## config.mk

```make
export PLATFORM = sky130hd
export DESIGN_NAME = fslc_top
export DESIGN_NICKNAME = d
export VERILOG_FILES = /design/src/fslc_top.v /design/src/fslc_sync.v
export VERILOG_INCLUDE_DIRS = /design/src /design/src/src
export SDC_FILE = /design/constraint.sdc
export NUM_CORES = 1
export LEC_CHECK = 0
export BUFFER_PORTS_ARGS = -buffer_cell sky130_fd_sc_hd__buf_4
export CORE_ASPECT_RATIO = 0.8
export CORE_MARGIN = 3
export CORE_UTILIZATION = 45
export DETAILED_ROUTE_END_ITERATION = 10
export GPL_TIMING_DRIVEN = 0
export PLACE_DENSITY_LB_ADDON = 0.25
export SYNTH_ARGS = -nofsm -noshare
export SYNTH_HDL_FRONTEND = slang
export SYNTH_SLANG_ARGS = --single-unit
```

## constraint.sdc

```tcl
create_clock -name aclk -period 5.3 [get_ports aclk]
set_input_delay 0.265 -clock aclk [delete_from_list [all_inputs] [get_ports aclk]]
set_output_delay 0.265 -clock aclk [all_outputs]
set_load 0.1 [all_outputs]
```

## src/fslc_defines.vh

```
`ifndef FSLC_DEFINES_VH
`define FSLC_DEFINES_VH

// ****************************************
// register byte offsets
// ****************************************
`define FSLC_REG_CMD 8'h00
`define FSLC_REG_STATUS 8'h04
`define FSLC_REG_LOCK_LO 8'h08
`define FSLC_REG_LOCK_HI 8'h0c
`define FSLC_REG_INFO 8'h10

// ****************************************
// command codes
// ****************************************
`define FSLC_CMD_READ_ARRAY 8'hff
`define FSLC_CMD_READ_STATUS 8'h70
`define FSLC_CMD_CLEAR_STATUS 8'h50
`define FSLC_CMD_WRITE_SETUP 8'h40
`define FSLC_CMD_WRITE_SETUP_ALT 8'h10
`define FSLC_CMD_ERASE_SETUP 8'h20
`define FSLC_CMD_CHIP_SETUP 8'h30
`define FSLC_CMD_CONFIRM 8'hd0
`define FSLC_CMD_SUSPEND 8'hb0
`define FSLC_CMD_LOCK_SETUP 8'h60
`define FSLC_CMD_LOCK_SET 8'h01
`define FSLC_CMD_PIN_CONFIG 8'hb8

// ****************************************
// command register fields
// ****************************************
`define FSLC_CMD_CODE_LSB 0
`define FSLC_CMD_BLK_LSB 8

// ****************************************
// status bit positions
// ****************************************
`define FSLC_ST_READY 7
`define FSLC_ST_ERASE_ERR 5
`define FSLC_ST_PROG_ERR 4
`define FSLC_ST_SUPPLY_LOW 3
`define FSLC_ST_WRITE_SUSP 2
`define FSLC_ST_LOCK_VIOL 1

// ****************************************
// info bit positions
// ****************************************
`define FSLC_INFO_LOCK_UNKNOWN 0
`define FSLC_INFO_CHIP_SKIPPED 1
`define FSLC_INFO_PIN_MODE_LSB 2
`define FSLC_INFO_READ_ARRAY 4

// ****************************************
// status pin configuration codes
// ****************************************
`define FSLC_PIN_LEVEL 2'h0
`define FSLC_PIN_MAX_CODE 8'h03

// ****************************************
// timing
// ****************************************
`define FSLC_CLK_PERIOD_NS 10
`define FSLC_PULSE_NS 250
`define FSLC_PULSE_CYCLES ((`FSLC_PULSE_NS + `FSLC_CLK_PERIOD_NS - 1) / `FSLC_CLK_PERIOD_NS)
`define FSLC_OP_CYCLES 200
`define FSLC_SUSPEND_CYCLES 20

// ****************************************
// bus responses
// ****************************************
`define FSLC_RESP_OKAY 2'h0
`define FSLC_RESP_SLVERR 2'h2

`endif

```

## src/fslc_top.v

```verilog
// The placing of the registers and the AXI4-Lite slave port were chosen for this implementation.
`timescale 1ns/1ps
`include "fslc_defines.vh"

// Overview of operation
// RL1 - suspend command during a write stops it at a fixed point; reads keep returning status
// RL2 - once suspended, ready and write-suspended flags read one; status pin floats
// RL3 - while suspended only read array, read status and resume are accepted
// RL4 - resume continues the write, clears suspend and ready flags, pin driven low
// RL5 - host holds write-protect at a valid level while a write is suspended
// RL6 - lock set is setup then confirm with block address; then machine runs
// RL7 - host checks program error after lock set; interface stays in status mode
// RL8 - bad lock-set sequence sets program and erase errors, lock bits unchanged
// RL9 - lock set with write-protect low fails, sets lock violation and program error
// RL10 - lock clear is two writes, clears all lock bits together, then status
// RL11 - bad lock-clear sequence sets program and erase errors
// RL12 - lock clear at low supply sets supply-low and erase error, no change
// RL13 - lock clear with write-protect low fails, sets lock violation and erase error
// RL14 - lock clear aborted by reset leaves lock bits undetermined until repeated
// RL15 - pin configuration persists until reconfigured, power loss or reset pin low
// RL16 - after reset pin is in level mode: low when busy, floating when ready
// RL17 - pin configuration is command plus code; ignores supply, needs reset pin high
// RL18 - code 00 selects level ready/busy mode
// RL19 - code 01 pulses pin low when block erase, chip erase or lock clear ends
// RL20 - code 02 pulses on write or lock set end; code 03 on any of them
// RL21 - write or erase on locked block refused with write-protect low, else allowed
// RL22 - chip erase skips locked blocks with write-protect low, erases all if high
// RL23 - in pulse modes pin floats except for a fixed-length low completion pulse
module fslc_top #(
  parameter BLK_W = 6,
  parameter NBLK = 64,
  parameter CNT_W = 16,
  parameter [15:0] OP_CYCLES = `FSLC_OP_CYCLES,
  parameter [15:0] SUSPEND_CYCLES = `FSLC_SUSPEND_CYCLES,
  parameter [15:0] PULSE_CYCLES = `FSLC_PULSE_CYCLES
) (
  // clock and reset
  input wire aclk,
  input wire aresetn,
  // axi4-lite write address
  input wire [7:0] awaddr,
  input wire [2:0] awprot,
  input wire awvalid,
  output reg awready,
  // axi4-lite write data
  input wire [31:0] wdata,
  input wire [3:0] wstrb,
  input wire wvalid,
  output reg wready,
  // axi4-lite write response
  output reg [1:0] bresp,
  output reg bvalid,
  input wire bready,
  // axi4-lite read address
  input wire [7:0] araddr,
  input wire [2:0] arprot,
  input wire arvalid,
  output reg arready,
  // axi4-lite read data
  output reg [31:0] rdata,
  output reg [1:0] rresp,
  output reg rvalid,
  input wire rready,
  // device pins
  input wire write_protect_n,
  input wire reset_powerdown_n,
  input wire program_supply_lockout_level,
  output reg status_pin_out,
  output reg status_pin_oe
);

  // ****************************************
  // state codes
  // ****************************************
  localparam [2:0] W_IDLE = 3'h0;
  localparam [2:0] W_RUN = 3'h1;
  localparam [2:0] W_SPEND = 3'h2;
  localparam [2:0] W_SUSP = 3'h3;
  localparam [2:0] W_DONE = 3'h4;

  localparam [2:0] C_READY = 3'h0;
  localparam [2:0] C_WR = 3'h1;
  localparam [2:0] C_ERA = 3'h2;
  localparam [2:0] C_CHIP = 3'h3;
  localparam [2:0] C_LOCK = 3'h4;
  localparam [2:0] C_CFG = 3'h5;

  localparam [2:0] OP_WRITE = 3'h0;
  localparam [2:0] OP_ERASE = 3'h1;
  localparam [2:0] OP_CHIP = 3'h2;
  localparam [2:0] OP_SETLK = 3'h3;
  localparam [2:0] OP_CLRLK = 3'h4;

  // ****************************************
  // functions
  // ****************************************
  // program-type operations report on the program error flag
  function is_prog_op;
    input [2:0] op;
    begin
      is_prog_op = (op == OP_WRITE) || (op == OP_SETLK);
    end
  endfunction

  // completion class: bit0 erase kind, bit1 write kind
  function [1:0] op_class;
    input [2:0] op;
    begin
      op_class = is_prog_op(op) ? 2'h2 : 2'h1;
    end
  endfunction

  // fault at launch: {supply low, lock violation}
  function [1:0] launch_fault;
    input [2:0] op;
    input locked;
    input wp_low;
    input sup_low;
    begin
      launch_fault[1] = sup_low;
      case (op)
        OP_SETLK, OP_CLRLK: launch_fault[0] = wp_low;
        OP_WRITE, OP_ERASE: launch_fault[0] = wp_low & locked;
        default: launch_fault[0] = 1'b0;
      endcase
    end
  endfunction

  // ****************************************
  // pin synchronisers
  // ****************************************
  wire [2:0] pins_sync;
  wire wp_low;
  wire rp_high;
  wire sup_low;

  fslc_sync #(
    .WIDTH(3)
  ) u_sync (
    .aclk(aclk),
    .aresetn(aresetn),
    .async_in({write_protect_n, reset_powerdown_n, program_supply_lockout_level}),
    .sync_out(pins_sync)
  );

  assign wp_low = ~pins_sync[2];
  assign rp_high = pins_sync[1];
  assign sup_low = pins_sync[0];

  // ****************************************
  // state
  // ****************************************
  reg aw_got;
  reg w_got;
  reg [7:0] aw_addr;
  reg [31:0] w_data;
  reg w_lane0;
  reg [2:0] write_state_machine;
  reg [2:0] command_user_interface;
  reg [2:0] op;
  reg [BLK_W-1:0] op_blk;
  reg op_fail;
  reg [CNT_W-1:0] op_cnt;
  reg [CNT_W-1:0] susp_cnt;
  reg [CNT_W-1:0] pulse_cnt;
  reg [NBLK-1:0] lock_bits;
  reg lock_unknown;
  reg chip_skipped;
  reg read_array;
  reg [1:0] pin_mode;
  reg erase_err;
  reg prog_err;
  reg supply_low;
  reg lock_viol;

  wire wr_fire;
  wire cmd_wr;
  wire [7:0] code;
  wire [BLK_W-1:0] blk;
  wire busy;
  wire ready;
  wire write_susp;
  wire [31:0] status_word;
  wire [31:0] info_word;

  assign wr_fire = aw_got & w_got & ~bvalid;
  assign cmd_wr = wr_fire & (aw_addr == `FSLC_REG_CMD) & w_lane0;
  assign code = w_data[`FSLC_CMD_CODE_LSB +: 8];
  assign blk = w_data[`FSLC_CMD_BLK_LSB +: BLK_W];
  assign busy = (write_state_machine == W_RUN) || (write_state_machine == W_SPEND) || (write_state_machine == W_DONE);
  assign ready = ~busy; // RL2
  assign write_susp = (write_state_machine == W_SUSP); // RL2

  assign status_word = {24'h000000, ready, 1'b0, erase_err, prog_err, supply_low, write_susp, lock_viol, 1'b0};
  assign info_word = {27'h0000000, read_array, pin_mode, chip_skipped, lock_unknown};

  // ****************************************
  // axi4-lite write channels
  // ****************************************
  always @(posedge aclk) begin
    if (!aresetn) begin
      awready <= 1'b0;
      wready <= 1'b0;
      bvalid <= 1'b0;
      bresp <= `FSLC_RESP_OKAY;
      aw_got <= 1'b0;
      w_got <= 1'b0;
      aw_addr <= 8'h00;
      w_data <= 32'h00000000;
      w_lane0 <= 1'b0;
    end else begin
      if (awvalid && awready) begin
        awready <= 1'b0;
        aw_got <= 1'b1;
        aw_addr <= awaddr;
      end else if (!aw_got && !bvalid) begin
        awready <= 1'b1;
      end
      if (wvalid && wready) begin
        wready <= 1'b0;
        w_got <= 1'b1;
        w_data <= wdata;
        w_lane0 <= wstrb[0];
      end else if (!w_got && !bvalid) begin
        wready <= 1'b1;
      end
      if (wr_fire) begin
        aw_got <= 1'b0;
        w_got <= 1'b0;
        bvalid <= 1'b1;
        case (aw_addr)
          `FSLC_REG_CMD, `FSLC_REG_STATUS, `FSLC_REG_LOCK_LO, `FSLC_REG_LOCK_HI, `FSLC_REG_INFO: begin
            bresp <= `FSLC_RESP_OKAY;
          end
          default: begin
            bresp <= `FSLC_RESP_SLVERR;
          end
        endcase
      end else if (bvalid && bready) begin
        bvalid <= 1'b0;
      end
    end
  end

  // ****************************************
  // axi4-lite read channels
  // ****************************************
  always @(posedge aclk) begin
    if (!aresetn) begin
      arready <= 1'b0;
      rvalid <= 1'b0;
      rdata <= 32'h00000000;
      rresp <= `FSLC_RESP_OKAY;
    end else begin
      if (arvalid && arready) begin
        arready <= 1'b0;
        rvalid <= 1'b1;
        rresp <= `FSLC_RESP_OKAY;
        case (araddr)
          `FSLC_REG_CMD: rdata <= 32'h00000000;
          `FSLC_REG_STATUS: rdata <= status_word;
          `FSLC_REG_LOCK_LO: rdata <= lock_bits[31:0];
          `FSLC_REG_LOCK_HI: rdata <= lock_bits[63:32];
          `FSLC_REG_INFO: rdata <= info_word;
          default: begin
            rdata <= 32'h00000000;
            rresp <= `FSLC_RESP_SLVERR;
          end
        endcase
      end else if (rvalid && rready) begin
        rvalid <= 1'b0;
      end else if (!rvalid && !arready) begin
        arready <= 1'b1;
      end
    end
  end

  // ****************************************
  // command interface and write state machine
  // ****************************************
  reg [2:0] l_op;
  reg l_go;
  reg [1:0] fault;

  always @* begin
    l_go = 1'b0;
    l_op = OP_WRITE;
    case (command_user_interface)
      C_WR: begin
        l_go = 1'b1;
        l_op = OP_WRITE;
      end
      C_ERA: begin
        l_go = (code == `FSLC_CMD_CONFIRM);
        l_op = OP_ERASE;
      end
      C_CHIP: begin
        l_go = (code == `FSLC_CMD_CONFIRM);
        l_op = OP_CHIP;
      end
      C_LOCK: begin
        l_go = (code == `FSLC_CMD_LOCK_SET) || (code == `FSLC_CMD_CONFIRM);
        l_op = (code == `FSLC_CMD_LOCK_SET) ? OP_SETLK : OP_CLRLK; // RL6 RL10
      end
      default: begin
        l_go = 1'b0;
      end
    endcase
    fault = launch_fault(l_op, lock_bits[blk], wp_low, sup_low); // RL9 RL12 RL13 RL21
  end

  always @(posedge aclk) begin
    if (!aresetn || !rp_high) begin
      if (aresetn && write_state_machine != W_IDLE && op == OP_CLRLK) begin
        lock_unknown <= 1'b1; // RL14
      end else if (!aresetn) begin
        lock_unknown <= 1'b0;
      end
      if (!aresetn) begin
        lock_bits <= {NBLK{1'b0}};
        chip_skipped <= 1'b0;
      end
      write_state_machine <= W_IDLE;
      command_user_interface <= C_READY;
      op <= OP_WRITE;
      op_blk <= {BLK_W{1'b0}};
      op_fail <= 1'b0;
      op_cnt <= {CNT_W{1'b0}};
      susp_cnt <= {CNT_W{1'b0}};
      read_array <= 1'b1;
      pin_mode <= `FSLC_PIN_LEVEL; // RL15 RL16
      erase_err <= 1'b0;
      prog_err <= 1'b0;
      supply_low <= 1'b0;
      lock_viol <= 1'b0;
    end else begin
      case (write_state_machine)
        W_RUN: begin
          if (cmd_wr && code == `FSLC_CMD_SUSPEND && op == OP_WRITE) begin
            write_state_machine <= W_SPEND; // RL1
            susp_cnt <= SUSPEND_CYCLES;
          end else if (op_cnt <= 16'h0001) begin
            write_state_machine <= W_DONE;
          end else begin
            op_cnt <= op_cnt - 16'h0001;
          end
        end
        W_SPEND: begin
          if (susp_cnt <= 16'h0001) begin
            write_state_machine <= W_SUSP; // RL2
          end else begin
            susp_cnt <= susp_cnt - 16'h0001;
          end
        end
        W_SUSP: begin
          if (cmd_wr) begin
            case (code)
              `FSLC_CMD_READ_ARRAY: read_array <= 1'b1; // RL3
              `FSLC_CMD_READ_STATUS: read_array <= 1'b0; // RL3
              `FSLC_CMD_CONFIRM: begin
                write_state_machine <= W_RUN; // RL4
                read_array <= 1'b0;
              end
              default: begin
                write_state_machine <= W_SUSP; // RL3
              end
            endcase
          end
        end
        W_DONE: begin
          write_state_machine <= W_IDLE;
          if (!op_fail) begin
            case (op)
              OP_SETLK: lock_bits[op_blk] <= 1'b1;
              OP_CLRLK: begin
                lock_bits <= {NBLK{1'b0}}; // RL10
                lock_unknown <= 1'b0;
              end
              OP_CHIP: chip_skipped <= wp_low & (|lock_bits); // RL22
              default: chip_skipped <= chip_skipped;
            endcase
          end
        end
        default: begin
          if (cmd_wr) begin
            read_array <= 1'b0;
            if (command_user_interface == C_READY) begin
              case (code)
                `FSLC_CMD_READ_ARRAY: read_array <= 1'b1;
                `FSLC_CMD_CLEAR_STATUS: begin
                  erase_err <= 1'b0;
                  prog_err <= 1'b0;
                  supply_low <= 1'b0;
                  lock_viol <= 1'b0;
                end
                `FSLC_CMD_WRITE_SETUP, `FSLC_CMD_WRITE_SETUP_ALT: command_user_interface <= C_WR;
                `FSLC_CMD_ERASE_SETUP: command_user_interface <= C_ERA;
                `FSLC_CMD_CHIP_SETUP: command_user_interface <= C_CHIP;
                `FSLC_CMD_LOCK_SETUP: command_user_interface <= C_LOCK;
                `FSLC_CMD_PIN_CONFIG: command_user_interface <= C_CFG; // RL17
                default: command_user_interface <= C_READY;
              endcase
            end else if (command_user_interface == C_CFG) begin
              command_user_interface <= C_READY;
              if (code <= `FSLC_PIN_MAX_CODE) begin
                pin_mode <= code[1:0]; // RL15 RL18 RL19 RL20
              end else begin
                prog_err <= 1'b1;
                erase_err <= 1'b1;
              end
            end else if (l_go) begin
              command_user_interface <= C_READY;
              write_state_machine <= W_RUN; // RL6
              op <= l_op;
              op_blk <= blk;
              op_fail <= |fault;
              op_cnt <= (|fault) ? 16'h0001 : OP_CYCLES;
              if (fault[1]) begin
                supply_low <= 1'b1; // RL12
              end
              if (fault[0]) begin
                lock_viol <= 1'b1; // RL9 RL13 RL21
              end
              if ((|fault) && is_prog_op(l_op)) begin
                prog_err <= 1'b1; // RL9
              end
              if ((|fault) && !is_prog_op(l_op)) begin
                erase_err <= 1'b1; // RL12 RL13
              end
            end else begin
              command_user_interface <= C_READY;
              prog_err <= 1'b1; // RL8 RL11
              erase_err <= 1'b1; // RL8 RL11
            end
          end
        end
      endcase
    end
  end

  // ****************************************
  // status pin
  // ****************************************
  always @(posedge aclk) begin
    if (!aresetn || !rp_high) begin
      pulse_cnt <= {CNT_W{1'b0}};
      status_pin_oe <= 1'b0;
      status_pin_out <= 1'b0;
    end else begin
      status_pin_out <= 1'b0;
      if (write_state_machine == W_DONE && (pin_mode & op_class(op)) != 2'h0) begin
        pulse_cnt <= PULSE_CYCLES; // RL19 RL20
      end else if (pulse_cnt != {CNT_W{1'b0}}) begin
        pulse_cnt <= pulse_cnt - 16'h0001;
      end
      if (pin_mode == `FSLC_PIN_LEVEL) begin
        status_pin_oe <= (write_state_machine == W_RUN) || (write_state_machine == W_SPEND); // RL2 RL4 RL16 RL18
      end else begin
        status_pin_oe <= (pulse_cnt != {CNT_W{1'b0}}); // RL23
      end
    end
  end

endmodule // fslc_top

```

## src/fslc_sync.v

```verilog
`timescale 1ns/1ps

module fslc_sync #(
  parameter WIDTH = 3
) (
  // clock and reset
  input wire aclk,
  input wire aresetn,
  // pins
  input wire [WIDTH-1:0] async_in,
  output reg [WIDTH-1:0] sync_out
);

  reg [WIDTH-1:0] stage1;

  always @(posedge aclk) begin
    if (!aresetn) begin
      stage1 <= {WIDTH{1'b1}};
      sync_out <= {WIDTH{1'b1}};
    end else begin
      stage1 <= async_in;
      sync_out <= stage1;
    end
  end

endmodule // fslc_sync

```

==> key figures, run 1 <==
Setup path
  – Buffers & Inverters on Critical Path: 2
  – Worst R2R End: op_fail
  – CP max FO: 10
  – Crit path kind: flop to flop
  – Crit path capture type: flop
  – FF-to-FF Start: w_data[10]
  – Crit path largest cell delay: 600 ps
  – Worst Setup SP: w_data[10]
  – Cells on worst reg2reg path: 9
  – Critical Path Start Type: flop
  – CP arrival: 3730 ps
  – Critical path, cell by cell: clkbuf_1 > buf_1 > mux4_2 > mux2i_1 > o211ai_1 > nor3_1 > o21bai_1 > or2_2 > o211a_1
  – Worst EP required: 5700 ps
  – CP top delay family: buffers and inverters
  – CP max stage cell: buf_1
  – Worst R2R Setup Slack: 1970 ps

Clock tree
  – Worst-Skew Late Latency: 510 ps
  – Postcts setup bufs: 0
  – H-tree depth: 1
  – Max clock buf depth: 3
  – Clock sinks: 208
  – Reg clk slew, reported paths: 60 ps
  – Cts bufs inserted: 22
  – CTS root buf: clkbuf_16
  – CTS tree: built

Timing
  – Setup tns final: 0 ps
  – Crit path time final: 3329 ps
  – RSZ-0062 raised after global routing: no
  – Fmax: 300.4 MHz
  – Slew HR: 0.2918
  – Slew Limit Fails: 0
  – Final setup fails: 0
  – Worst Skew: 17.10 ps
  – Final period util: 0.6282
  – Measured slew at the worst slew-check pin: 1060 ps
  – Final Worst Setup Slack: 1971 ps
  – Fin. Hold Viols: 0
  – Fin Hold WS: 19.29 ps

Power and ir drop
  – PwrDens: 305.6 nW/um2
  – LEAKAGE: 4.347 nW
  – Peak supply drop: 0.0001918 V
  – Final Power: 3.681 mW

Floorplanning
  – Placeable Area: 21860 um2
  – Die area: 24420 um2
  – Rows: 48
  – Die width: 174.0 um
  – Initial Utilization: 0.4647
  – # IOs: 111
  – Die height: 140.4 um

Hold path
  – Worst Hold Depth: 3
  – Hold Path Class: primary input to flop
  – Min-delay src: wdata[11]
  – Hold path endpoint: w_data[11]

Cells and area
  – Layout area overhead: 18.57%
  – Most common cell after layout, fill and taps aside: nor2_1
  – Share of cells above drive strength 1: 0.1380
  – Most frequent cells in the layout: nor2_1, dfxtp_1, nand2_1
  – Final instance area: 12050 um2
  – Final #Nets: 1289
  – ANT cells: 0

Drt
  – 1st-iter DRT viols: 1060
  – # DRC: 0
  – Routed Antenna Nets: 0
  – WL final: 27260 um
  – Via count: 8663
  – Vias/cell: 5.655
  – WL/cell: 17.80 um
  – Drt pass-1 iters: 5

Logic synthesis
  – Number of synthesized flops with an enable pin: 66
  – Predominant post-synthesis flop cell: dfxtp_1
  – Largest area contributor in the netlist: dfxtp_1
  – Top post-synthesis cells by area: dfxtp_1, edfxtp_1, nor2_1
  – Netlist cell types: 70
  – Mean post-synth cell area: 9.210 um2
  – Sequential-to-total area share from yosys stat: 0.4749
  – Warnings, synthesis: 0
  – Flops & latches, synth: 208
  – Mapped Area: 10160 um2
  – Post-synth top area share: 0.2798
  – Post-synth ARST share: 0
  – Cell count after synthesis: 1103

Global routing
  – Global-route wire length before repair: 42730 um
  – Largest net degree at the start of global routing: 28
  – Total grt overflow: 0
  – Initial antenna violation count: 0
  – All-Layer GR Usage: 0.2148
  – Vias in the first global route: 7781

Flow run
  – Max-cap violations: 0

Placement
  – DP Area: 11200 um2
  – DP HPWL: 19860 um
  – DP Worst Slack: 2038 ps
  – Gpl congestion: 0.9372
  – Input/output buffers: 78

Status
  – Outcome: finished, final reports clean
[cell usage after synthesis, types with 3 or more instances]
cell type	n
a211oi_1	3
a21boi_0	26
a21oi_1	96
a22o_1	4
a22oi_1	7
a31oi_1	7
a32oi_1	3
and2_1	8
and3_1	3
and3b_1	6
buf_1	16
buf_2	3
buf_4	3
clkbuf_1	52
dfxtp_1	142
edfxtp_1	66
ha_1	5
inv_1	13
mux2_2	9
mux2i_1	40
mux4_2	15
nand2_1	123
nand2b_1	15
nand3_1	25
nand3b_1	5
nand4_1	14
nand4b_1	11
nor2_1	147
nor2_2	4
nor2b_1	15
nor3_1	21
nor3b_1	11
nor4_1	29
nor4b_1	3
o21a_1	3
o21ai_0	51
o31a_1	4
o31ai_1	6
or2_2	4
or3_1	5
or4_1	5
xnor2_1	11
xor2_1	29
[cell families after synthesis]
family	after synthesis	share of synthesized area
other cells	1	0.0003691
buf+inv	88	0.03473
mux	64	0.08265
compound gates	231	0.1388
simple gates	466	0.2279
flops	208	0.4749
fa+ha+maj	5	0.006158
xor+xnor	40	0.03449
[how the worst max path moves through the flow]
stage / end / slack [ps] / depth (start not counted)
after floorplan: lock_bits[0] / 530 / 7
after global placement: lock_bits[56] / -1480 / 7
after detailed placement: op_fail / 2040 / 9
after CTS: op_cnt[8] / 2010 / 8
after global routing: op_cnt[4] / 1690 / 8
final: op_fail / 1970 / 9
[report_power, final]
part	switching [mW]	internal (mW)
sequential	0.0458	1.69
combinational	0.181	0.111
clock	0.643	1.01
[final cells by class]
cell class / count / area (um2)
multi-input cells: 809 / 5010
clock buffers: 28 / 645.6
inverters: 13 / 48.80
fillers: 2048 / 9816
plain buffers: 75 / 304.0
flip-flops and latches: 208 / 4825
well taps: 300 / 375.4
repair buffers: 87 / 695.7
clock inverters: 12 / 141.4
[worst min-delay path, cell delays in order]
cell and delay (ps):
buf_4 110, nand2_1 40, a21boi_0 60
[metal layers]
| metal | global-route usage | share of wire | up-vias |
|---|---|---|---|
| li1 | - | - | 4186 |
| met1 | 0.3384 | 0.48 | 4033 |
| met2 | 0.2883 | 0.39 | 407 |
| met3 | 0.06043 | 0.11 | 37 |
| met4 | 0.04653 | 0.017 | 0 |
| met5 | 0 | 0 | - |
[sequential cells by signal, summed over array words and instances, names as in the netlist, 6 cells and up]
signal / flops
aw_addr: 8
lock_bits: 64
op_blk: 6
op_cnt: 16
pulse_cnt: 16
rdata: 32
susp_cnt: 16
w_data: 14
[per-stage QoR]
step,cells,util
2_1_floorplan,1105,-
3_3_place_gp,1483,0.5090
3_5_place_dp,1487,0.5125
4_1_cts,1532,0.5508
5_1_grt,1532,0.5510
6_report,1532,0.5510
[what timing repair did]
action	CTS	global route
endpoints found under the hold margin	5	0
hold buffers	5	0
endpoints found under the setup margin	0	0
gates resized for setup	0	0
Note: power is estimated with default switching activity, not from simulation.
==> run 2, diff against run 1 <==
clock period = 3.13 ns   (was 5.3 ns; I/O delays follow)
==> run 2 against run 1 <==
The run now ends with max-capacitance violations, max-slew violations left; utilization is 0.96 points higher; clock skew is 2.0 ps lower; first-iteration DRC count decreased by 18%; fmax up 12%; global-route usage is 0.58 points higher; non-clock buffer count rose by 20; clock power increased by 61%; sequential share of layout area is 0.67 points lower; power is 66% higher; combinational power up 77%; cell area up 1.7%; sequential cell count did not move; critical endpoint is now op_cnt[13]; highest routed layer unchanged.
==> key figures, run 2 (synthesis gave the netlist of run 1 again) <==
Global routing
  – Vias in the first global route: 8210 (was 7781)
  – Total grt overflow: 0 (unchanged)
  – All-Layer GR Usage: 0.2206 (was 0.2148)
  – Largest net degree at the start of global routing: 30 (was 28)
  – Global-route wire length before repair: 44200 um (was 42730 um)
  – Initial antenna violation count: 0 (unchanged)

Drt
  – Routed Antenna Nets: 0 (unchanged)
  – # DRC: 0 (unchanged)
  – WL final: 27750 um (was 27260 um)
  – 1st-iter DRT viols: 868 (was 1060)
  – WL/cell: 17.87 um (was 17.80 um)
  – Vias/cell: 5.681 (was 5.655)
  – Drt pass-1 iters: 6 (was 5)
  – Via count: 8822 (was 8663)

Power and ir drop
  – PwrDens: 499.9 nW/um2 (was 305.6 nW/um2)
  – LEAKAGE: 4.431 nW (was 4.347 nW)
  – Peak supply drop: 0.0003635 V (was 0.0001918 V)

Timing
  – Measured slew at the worst slew-check pin: 1505 ps (was 1060 ps)
  – Setup tns final: 0 ps (unchanged)
  – Worst Skew: 15.10 ps (was 17.10 ps)
  – Fmax: 336.4 MHz (was 300.4 MHz)
  – RSZ-0062 raised after global routing: no (unchanged)
  – Crit path time final: 2973 ps (was 3329 ps)
  – Slew HR: -0.005406 (was 0.2918)
  – Final setup fails: 0 (unchanged)
  – Final period util: 0.9499 (was 0.6282)
  – Fin. Hold Viols: 0 (unchanged)
  – Slew Limit Fails: 9 (was 0)
  – Fin Hold WS: 19.20 ps (was 19.29 ps)

Clock tree
  – Max clock buf depth: 3 (unchanged)
  – Worst-Skew Late Latency: 510 ps (about the same)
  – CTS tree: built (unchanged)
  – Cts bufs inserted: 23 (was 22)
  – Clock sinks: 208 (unchanged)
  – H-tree depth: 1 (unchanged)
  – CTS root buf: clkbuf_16 (unchanged)
  – Reg clk slew, reported paths: 60 ps (about the same)

Floorplanning
  – Placeable Area: 21860 um2 (unchanged)
  – Die height: 140.4 um (unchanged)
  – # IOs: 111 (unchanged)
  – Rows: 48 (unchanged)
  – Initial Utilization: 0.4647 (unchanged)
  – Die area: 24420 um2 (unchanged)
  – Die width: 174.0 um (unchanged)

Cells and area
  – Filler cells: 1996 (was 2048)
  – Non-Filler Instances: 1553 (was 1532)
  – Most common cell after layout, fill and taps aside: nor2_1 (unchanged)
  – Number of flip-flops in the largest register: 64 (unchanged)
  – Largest regs: lock_bits: 64 flops, rdata: 32 flops (unchanged)
  – Most flop-heavy register: lock_bits (unchanged)
  – Layout area overhead: 20.63% (was 18.57%)
  – Final #Nets: 1310 (was 1289)
  – Most frequent cells in the layout: nor2_1, dfxtp_1, nand2_1 (unchanged)
  – Share of cells above drive strength 1: 0.1381 (was 0.1380)
  – ANT cells: 0 (unchanged)

Setup path
  – Worst Setup SP: w_data[4] (was w_data[10])
  – FF-to-FF Start: w_data[4] (was w_data[10])
  – CP max stage cell: nor4_2 (was buf_1)
  – CP arrival: 3410 ps (was 3730 ps)
  – CP max FO: 10 (unchanged)
  – Crit path kind: flop to flop (unchanged)
  – Worst EP required: 3570 ps (was 5700 ps)
  – Crit path capture type: flop (unchanged)
  – Worst R2R Setup Slack: 160 ps (was 1970 ps)
  – Critical Path Start Type: flop (unchanged)
  – Crit path largest cell delay: 460 ps (was 600 ps)
  – Critical path, cell by cell: clkbuf_1 > nor4_2 > nand4_1 > and3b_1 > buf_2 > a221oi_4 > nand3_1 > or4_1 > a21oi_1 (was clkbuf_1 > buf_1 > mux4_2 > mux2i_1 > o211ai_1 > nor3_1 > o21bai_1 > or2_2 > o211a_1)

Status
  – Failing checks: max-capacitance violations, max-slew violations
  – Outcome: complete, but fails checks (was finished, final reports clean)

Hold path
  – Min-delay src: araddr[4] (was wdata[11])
  – Hold Path Class: primary input to flop (unchanged)

Placement
  – DP HPWL: 19890 um (was 19860 um)
  – Placed Cells: 1485 (was 1487)
  – Input/output buffers: 78 (unchanged)
  – Gpl congestion: 0.9615 (was 0.9372)

Flow run
  – Max-cap violations: 1 (was 0)
## run 2: changes by cell type in the layout (fill, tap and decap cells not counted), sizes merged
cell         delta
buf             -2
clkinvlp        -1
clkbuf          +3
dlygate4sd3    +25
clkinv          -2
bufinv          -2
## run 2: repair_timing
action | in CTS | in global routing
endpoints found under the setup margin | 15 | 22
gates resized for setup | 2 | 10
hold buffers | 30 | 0
hold endpoints to repair | 30 | 0
setup buffers | 0 | 0
## run 2: final timing paths
kind	to	cells past startpoint
min	rdata[7]	4
min reg2reg	u_sync.sync_out[0]	1
max	op_cnt[13]	9
max reg2reg	op_cnt[13]	9
## run 2: worst max-delay path, delay by kind of cell, from the launching register on
| family | cells | cell delay [ps] |
|---|---|---|
| AOI/OAI and AO/OA | 2 | 590 |
| buffers and inverters | 2 | 390 |
| and+or+nand+nor | 5 | 1610 |
| DFF | 1 | 300 |
## run 2: stage by stage
| step | util | worst slack, ps | power (mW) | area, um2 |
|---|---|---|---|---|
| after global routing | 0.5606 | 2.574 | 6.330 | 12250 |
| after detailed placement | 0.5119 | -104.2 | 3.481 | 11190 |
| after CTS | 0.5596 | 21.73 | 6.155 | 12230 |
| final | 0.5606 | 156.9 | 6.126 | 12250 |
| after floorplan | - | 225.3 | 3.305 | 10180 |
| after global placement | 0.5095 | -469.4 | 3.467 | 11140 |
## run 2: power breakdown
group / switching [mW] / total (mW) / internal, mW
Sequential: 0.0874 / 2.95 / 2.86
Clock: 1.08 / 2.66 / 1.58
Combinational: 0.306 / 0.514 / 0.209
## run 2: final cells by class
cell class              count  area [um2]  share of cell area
plain buffers              72       297.8             0.02430
clock buffers              34       676.9             0.05524
clock inverters             7       62.56            0.005105
inverters                  13       48.80            0.003982
multi-input cells         809        5034              0.4108
flip-flops and latches    208        4826              0.3938
well taps                 300       375.4             0.03063
repair buffers            110       933.4             0.07617
## run 2: routing by layer
metal / GRT usage / vias to the layer above / routed length (um)
met2: 0.3085 / 406 / 11060
met5: 0 / - / 0
met1: 0.3438 / 4152 / 13290
met4: 0.04442 / 0 / 508
met3: 0.05366 / 47 / 2889
li1: - / 4217 / -
==> run 3, diff against run 2 <==
BUFFER_PORTS_ARGS = default   (was -buffer_cell sky130_fd_sc_hd__buf_4)
DONT_BUFFER_PORTS = 1   (was default)
MAX_ROUTING_LAYER = met4   (was default)
==> run 3 against run 2 <==
The flow now finishes without violations; utilization fell by 2.1 points; die area unchanged; clock power up 5%; hold slack better by 3.3 ps; sequential cell count stayed put; clock-buffer cell count is 3 lower; register-to-register slack barely moved; largest cell class unchanged; power is 1.6% higher; combinational power shrank 16%; highest routed layer unchanged.
==> key figures, run 3 (synthesis gave the netlist of run 1 again) <==
Drt
  – WL/cell: 18.74 um (was 17.87 um)
  – # DRC: 0 (unchanged)
  – Via count: 8554 (was 8822)
  – Drt pass-1 iters: 5 (was 6)
  – 1st-iter DRT viols: 818 (was 868)
  – Routed Antenna Nets: 0 (unchanged)
  – WL final: 27770 um (was 27750 um)
  – Vias/cell: 5.772 (was 5.681)

Clock tree
  – CTS tree: built (unchanged)
  – Cts bufs inserted: 22 (was 23)
  – Reg clk slew, reported paths: 60 ps (about the same)
  – Max clock buf depth: 3 (unchanged)
  – CTS root buf: clkbuf_16 (unchanged)
  – H-tree depth: 1 (unchanged)
  – Clock sinks: 208 (unchanged)
  – Worst-Skew Late Latency: 510 ps (about the same)
  – Postcts setup bufs: 0 (unchanged)

Cells and area
  – Most common cell after layout, fill and taps aside: nor2_1 (unchanged)
  – Final #Nets: 1240 (was 1310)
  – Most frequent cells in the layout: nor2_1, dfxtp_1, nand2_1 (unchanged)
  – Layout area overhead: 16.18% (was 20.63%)
  – Finished Core Util: 0.5399 (was 0.5606)
  – Number of flip-flops in the largest register: 64 (unchanged)
  – Most flop-heavy register: lock_bits (unchanged)
  – Share of cells above drive strength 1: 0.08206 (was 0.1381)
  – ANT cells: 0 (unchanged)
  – Final instance area: 11800 um2 (was 12250 um2)
  – Largest regs: lock_bits: 64 flops, rdata: 32 flops (unchanged)

Timing
  – Measured slew at the worst slew-check pin: 1067 ps (was 1505 ps)
  – Fin. Hold Viols: 0 (unchanged)
  – Final period util: 0.9467 (was 0.9499)
  – Final setup fails: 0 (unchanged)
  – Fmax: 337.5 MHz (was 336.4 MHz)
  – Slew Limit Fails: 0 (was 9)
  – Crit path time final: 2963 ps (was 2973 ps)
  – Slew HR: 0.2871 (was -0.005406)
  – Worst Skew: 14.77 ps (was 15.10 ps)
  – Fin Hold WS: 22.49 ps (was 19.20 ps)
  – RSZ-0062 raised after global routing: no (unchanged)

Setup path
  – Critical path, cell by cell: nand3b_1 > or4_4 > or4b_4 > a21oi_4 > buf_6 > nand4_1 > xor2_1 > nor2_2 (was clkbuf_1 > nor4_2 > nand4_1 > and3b_1 > buf_2 > a221oi_4 > nand3_1 > or4_1 > a21oi_1)
  – Worst Setup SP: bvalid (was w_data[4])
  – Worst R2R Setup Slack: 170 ps (was 160 ps)
  – CP max stage cell: or4_4 (was nor4_2)
  – Worst EP required: 3500 ps (was 3570 ps)
  – Cells on worst reg2reg path: 8 (was 9)
  – Crit path capture type: flop (unchanged)
  – CP arrival: 3340 ps (was 3410 ps)
  – CP max FO: 10 (unchanged)
  – FF-to-FF Start: bvalid (was w_data[4])
  – Critical Path Start Type: flop (unchanged)
  – Worst R2R End: susp_cnt[13] (was op_cnt[13])
  – Crit path kind: flop to flop (unchanged)
  – Crit path largest cell delay: 580 ps (was 460 ps)
  – Crit path to: susp_cnt[13] (was op_cnt[13])

Floorplanning
  – Rows: 48 (unchanged)
  – Die area: 24420 um2 (unchanged)
  – Die height: 140.4 um (unchanged)
  – # IOs: 111 (unchanged)
  – Initial Utilization: 0.4647 (unchanged)
  – Placeable Area: 21860 um2 (unchanged)
  – Die width: 174.0 um (unchanged)

Placement
  – DP Area: 10620 um2 (was 11190 um2)
  – Input/output buffers: 0 (was 78)
  – DP HPWL: 19600 um (was 19890 um)
  – Gpl congestion: 0.9263 (was 0.9615)

Power and ir drop
  – LEAKAGE: 4.115 nW (was 4.431 nW)
  – Net switching power: 1.470 mW (was 1.477 mW)
  – Cell-internal power: 4.753 mW (was 4.649 mW)
  – Sw Ratio: 0.2362 (was 0.2411)
  – PwrDens: 527.3 nW/um2 (was 499.9 nW/um2)
  – Comb power frac: 0.070 (was 0.084)
  – Clock network fraction of total power: 0.449 (was 0.434)
  – Sequential group share of total power: 0.481 (was 0.482)
  – Peak supply drop: 0.0003837 V (was 0.0003635 V)

Hold path
  – Hold Path Class: primary input to flop (unchanged)

Global routing
  – Largest net degree at the start of global routing: 26 (was 30)
  – Vias in the first global route: 8048 (was 8210)
  – Initial antenna violation count: 0 (unchanged)
  – All-Layer GR Usage: 0.2300 (was 0.2206)
  – Global-route wire length before repair: 44410 um (was 44200 um)
  – Total grt overflow: 0 (unchanged)

Status
  – Outcome: finished, final reports clean (was complete, but fails checks)

Flow run
  – Max-cap violations: 0 (was 1)
-- run 3: cell count changes in the layout (fill, tap and decap cells not counted), sizes merged --
cell / change
buf: -78
dlygate4sd3: +9
clkbuf: -3
bufinv: +2
inv: -2
clkinv: +1
-- run 3: through the flow --
step / setup slack [ps] / power, mW / TNS [ps] / instances
final: 166.9 / 6.223 / 0 / 1482
after global routing: 3.757 / 6.433 / 0 / 1482
after CTS: 34.99 / 6.248 / 0 / 1484
after detailed placement: -376.8 / 3.434 / -5830 / 1407
after global placement: -518.4 / 3.422 / -40140 / 1405
after floorplan: 225.3 / 3.305 / 0 / 1105
-- run 3: routing by layer --
metal | vias to the layer above | global-route usage | routed length, um
met5 | - | - | 0
met1 | 4046 | 0.3523 | 13390
met4 | 0 | 0.04738 | 524
li1 | 4077 | - | -
met2 | 388 | 0.3098 | 11140
met3 | 43 | 0.04959 | 2715
-- run 3: how the worst min path moves through the flow --
stage                     cells after the start                         start          endpoint
after floorplan                               1  program_supply_lockout_level  u_sync.stage1[0]
after global placement                        1             reset_powerdown_n  u_sync.stage1[1]
after detailed placement                      1             reset_powerdown_n  u_sync.stage1[1]
after CTS                                     3                       arvalid          rresp[1]
after global routing                          3                       arvalid          rresp[1]
final                                         3                       arvalid          rresp[1]
-- run 3: final cells by class --
type                    instances  area, um2
well taps                     300      375.4
repair buffers                 41      437.9
flip-flops and latches        208       4830
inverters                      13      48.80
fillers                      2000      10060
clock buffers                  31      658.1
multi-input cells             809       5041
plain buffers                  72      299.0
clock inverters                 8      112.6
-- run 3: worst max-delay path: cells and delay by family (launching register included) --
kind	cells	cell delay, ps
compound gates	1	260
xor+xnor	1	210
buf+inv	1	170
simple gates	5	1680
flops	1	500
-- run 3: power by group through the flow --
| stage | Combinational (mW) | Clock (mW) | Sequential, mW |
|---|---|---|---|
| finish | 0.434 | 2.79 | 3.00 |
| floorplan | 0.294 | 0 | 3.01 |
| detailed placement | 0.393 | 0 | 3.04 |
| global placement | 0.380 | 0 | 3.04 |
| global route | 0.476 | 2.96 | 3.00 |
| CTS | 0.429 | 2.83 | 2.99 |
-- run 3: repair_timing --
item                                    in CTS  in global routing
gates resized for setup                      3                 13
endpoints found under the hold margin       31                  0
hold buffers                                39                  0
endpoints found under the setup margin      32                 25
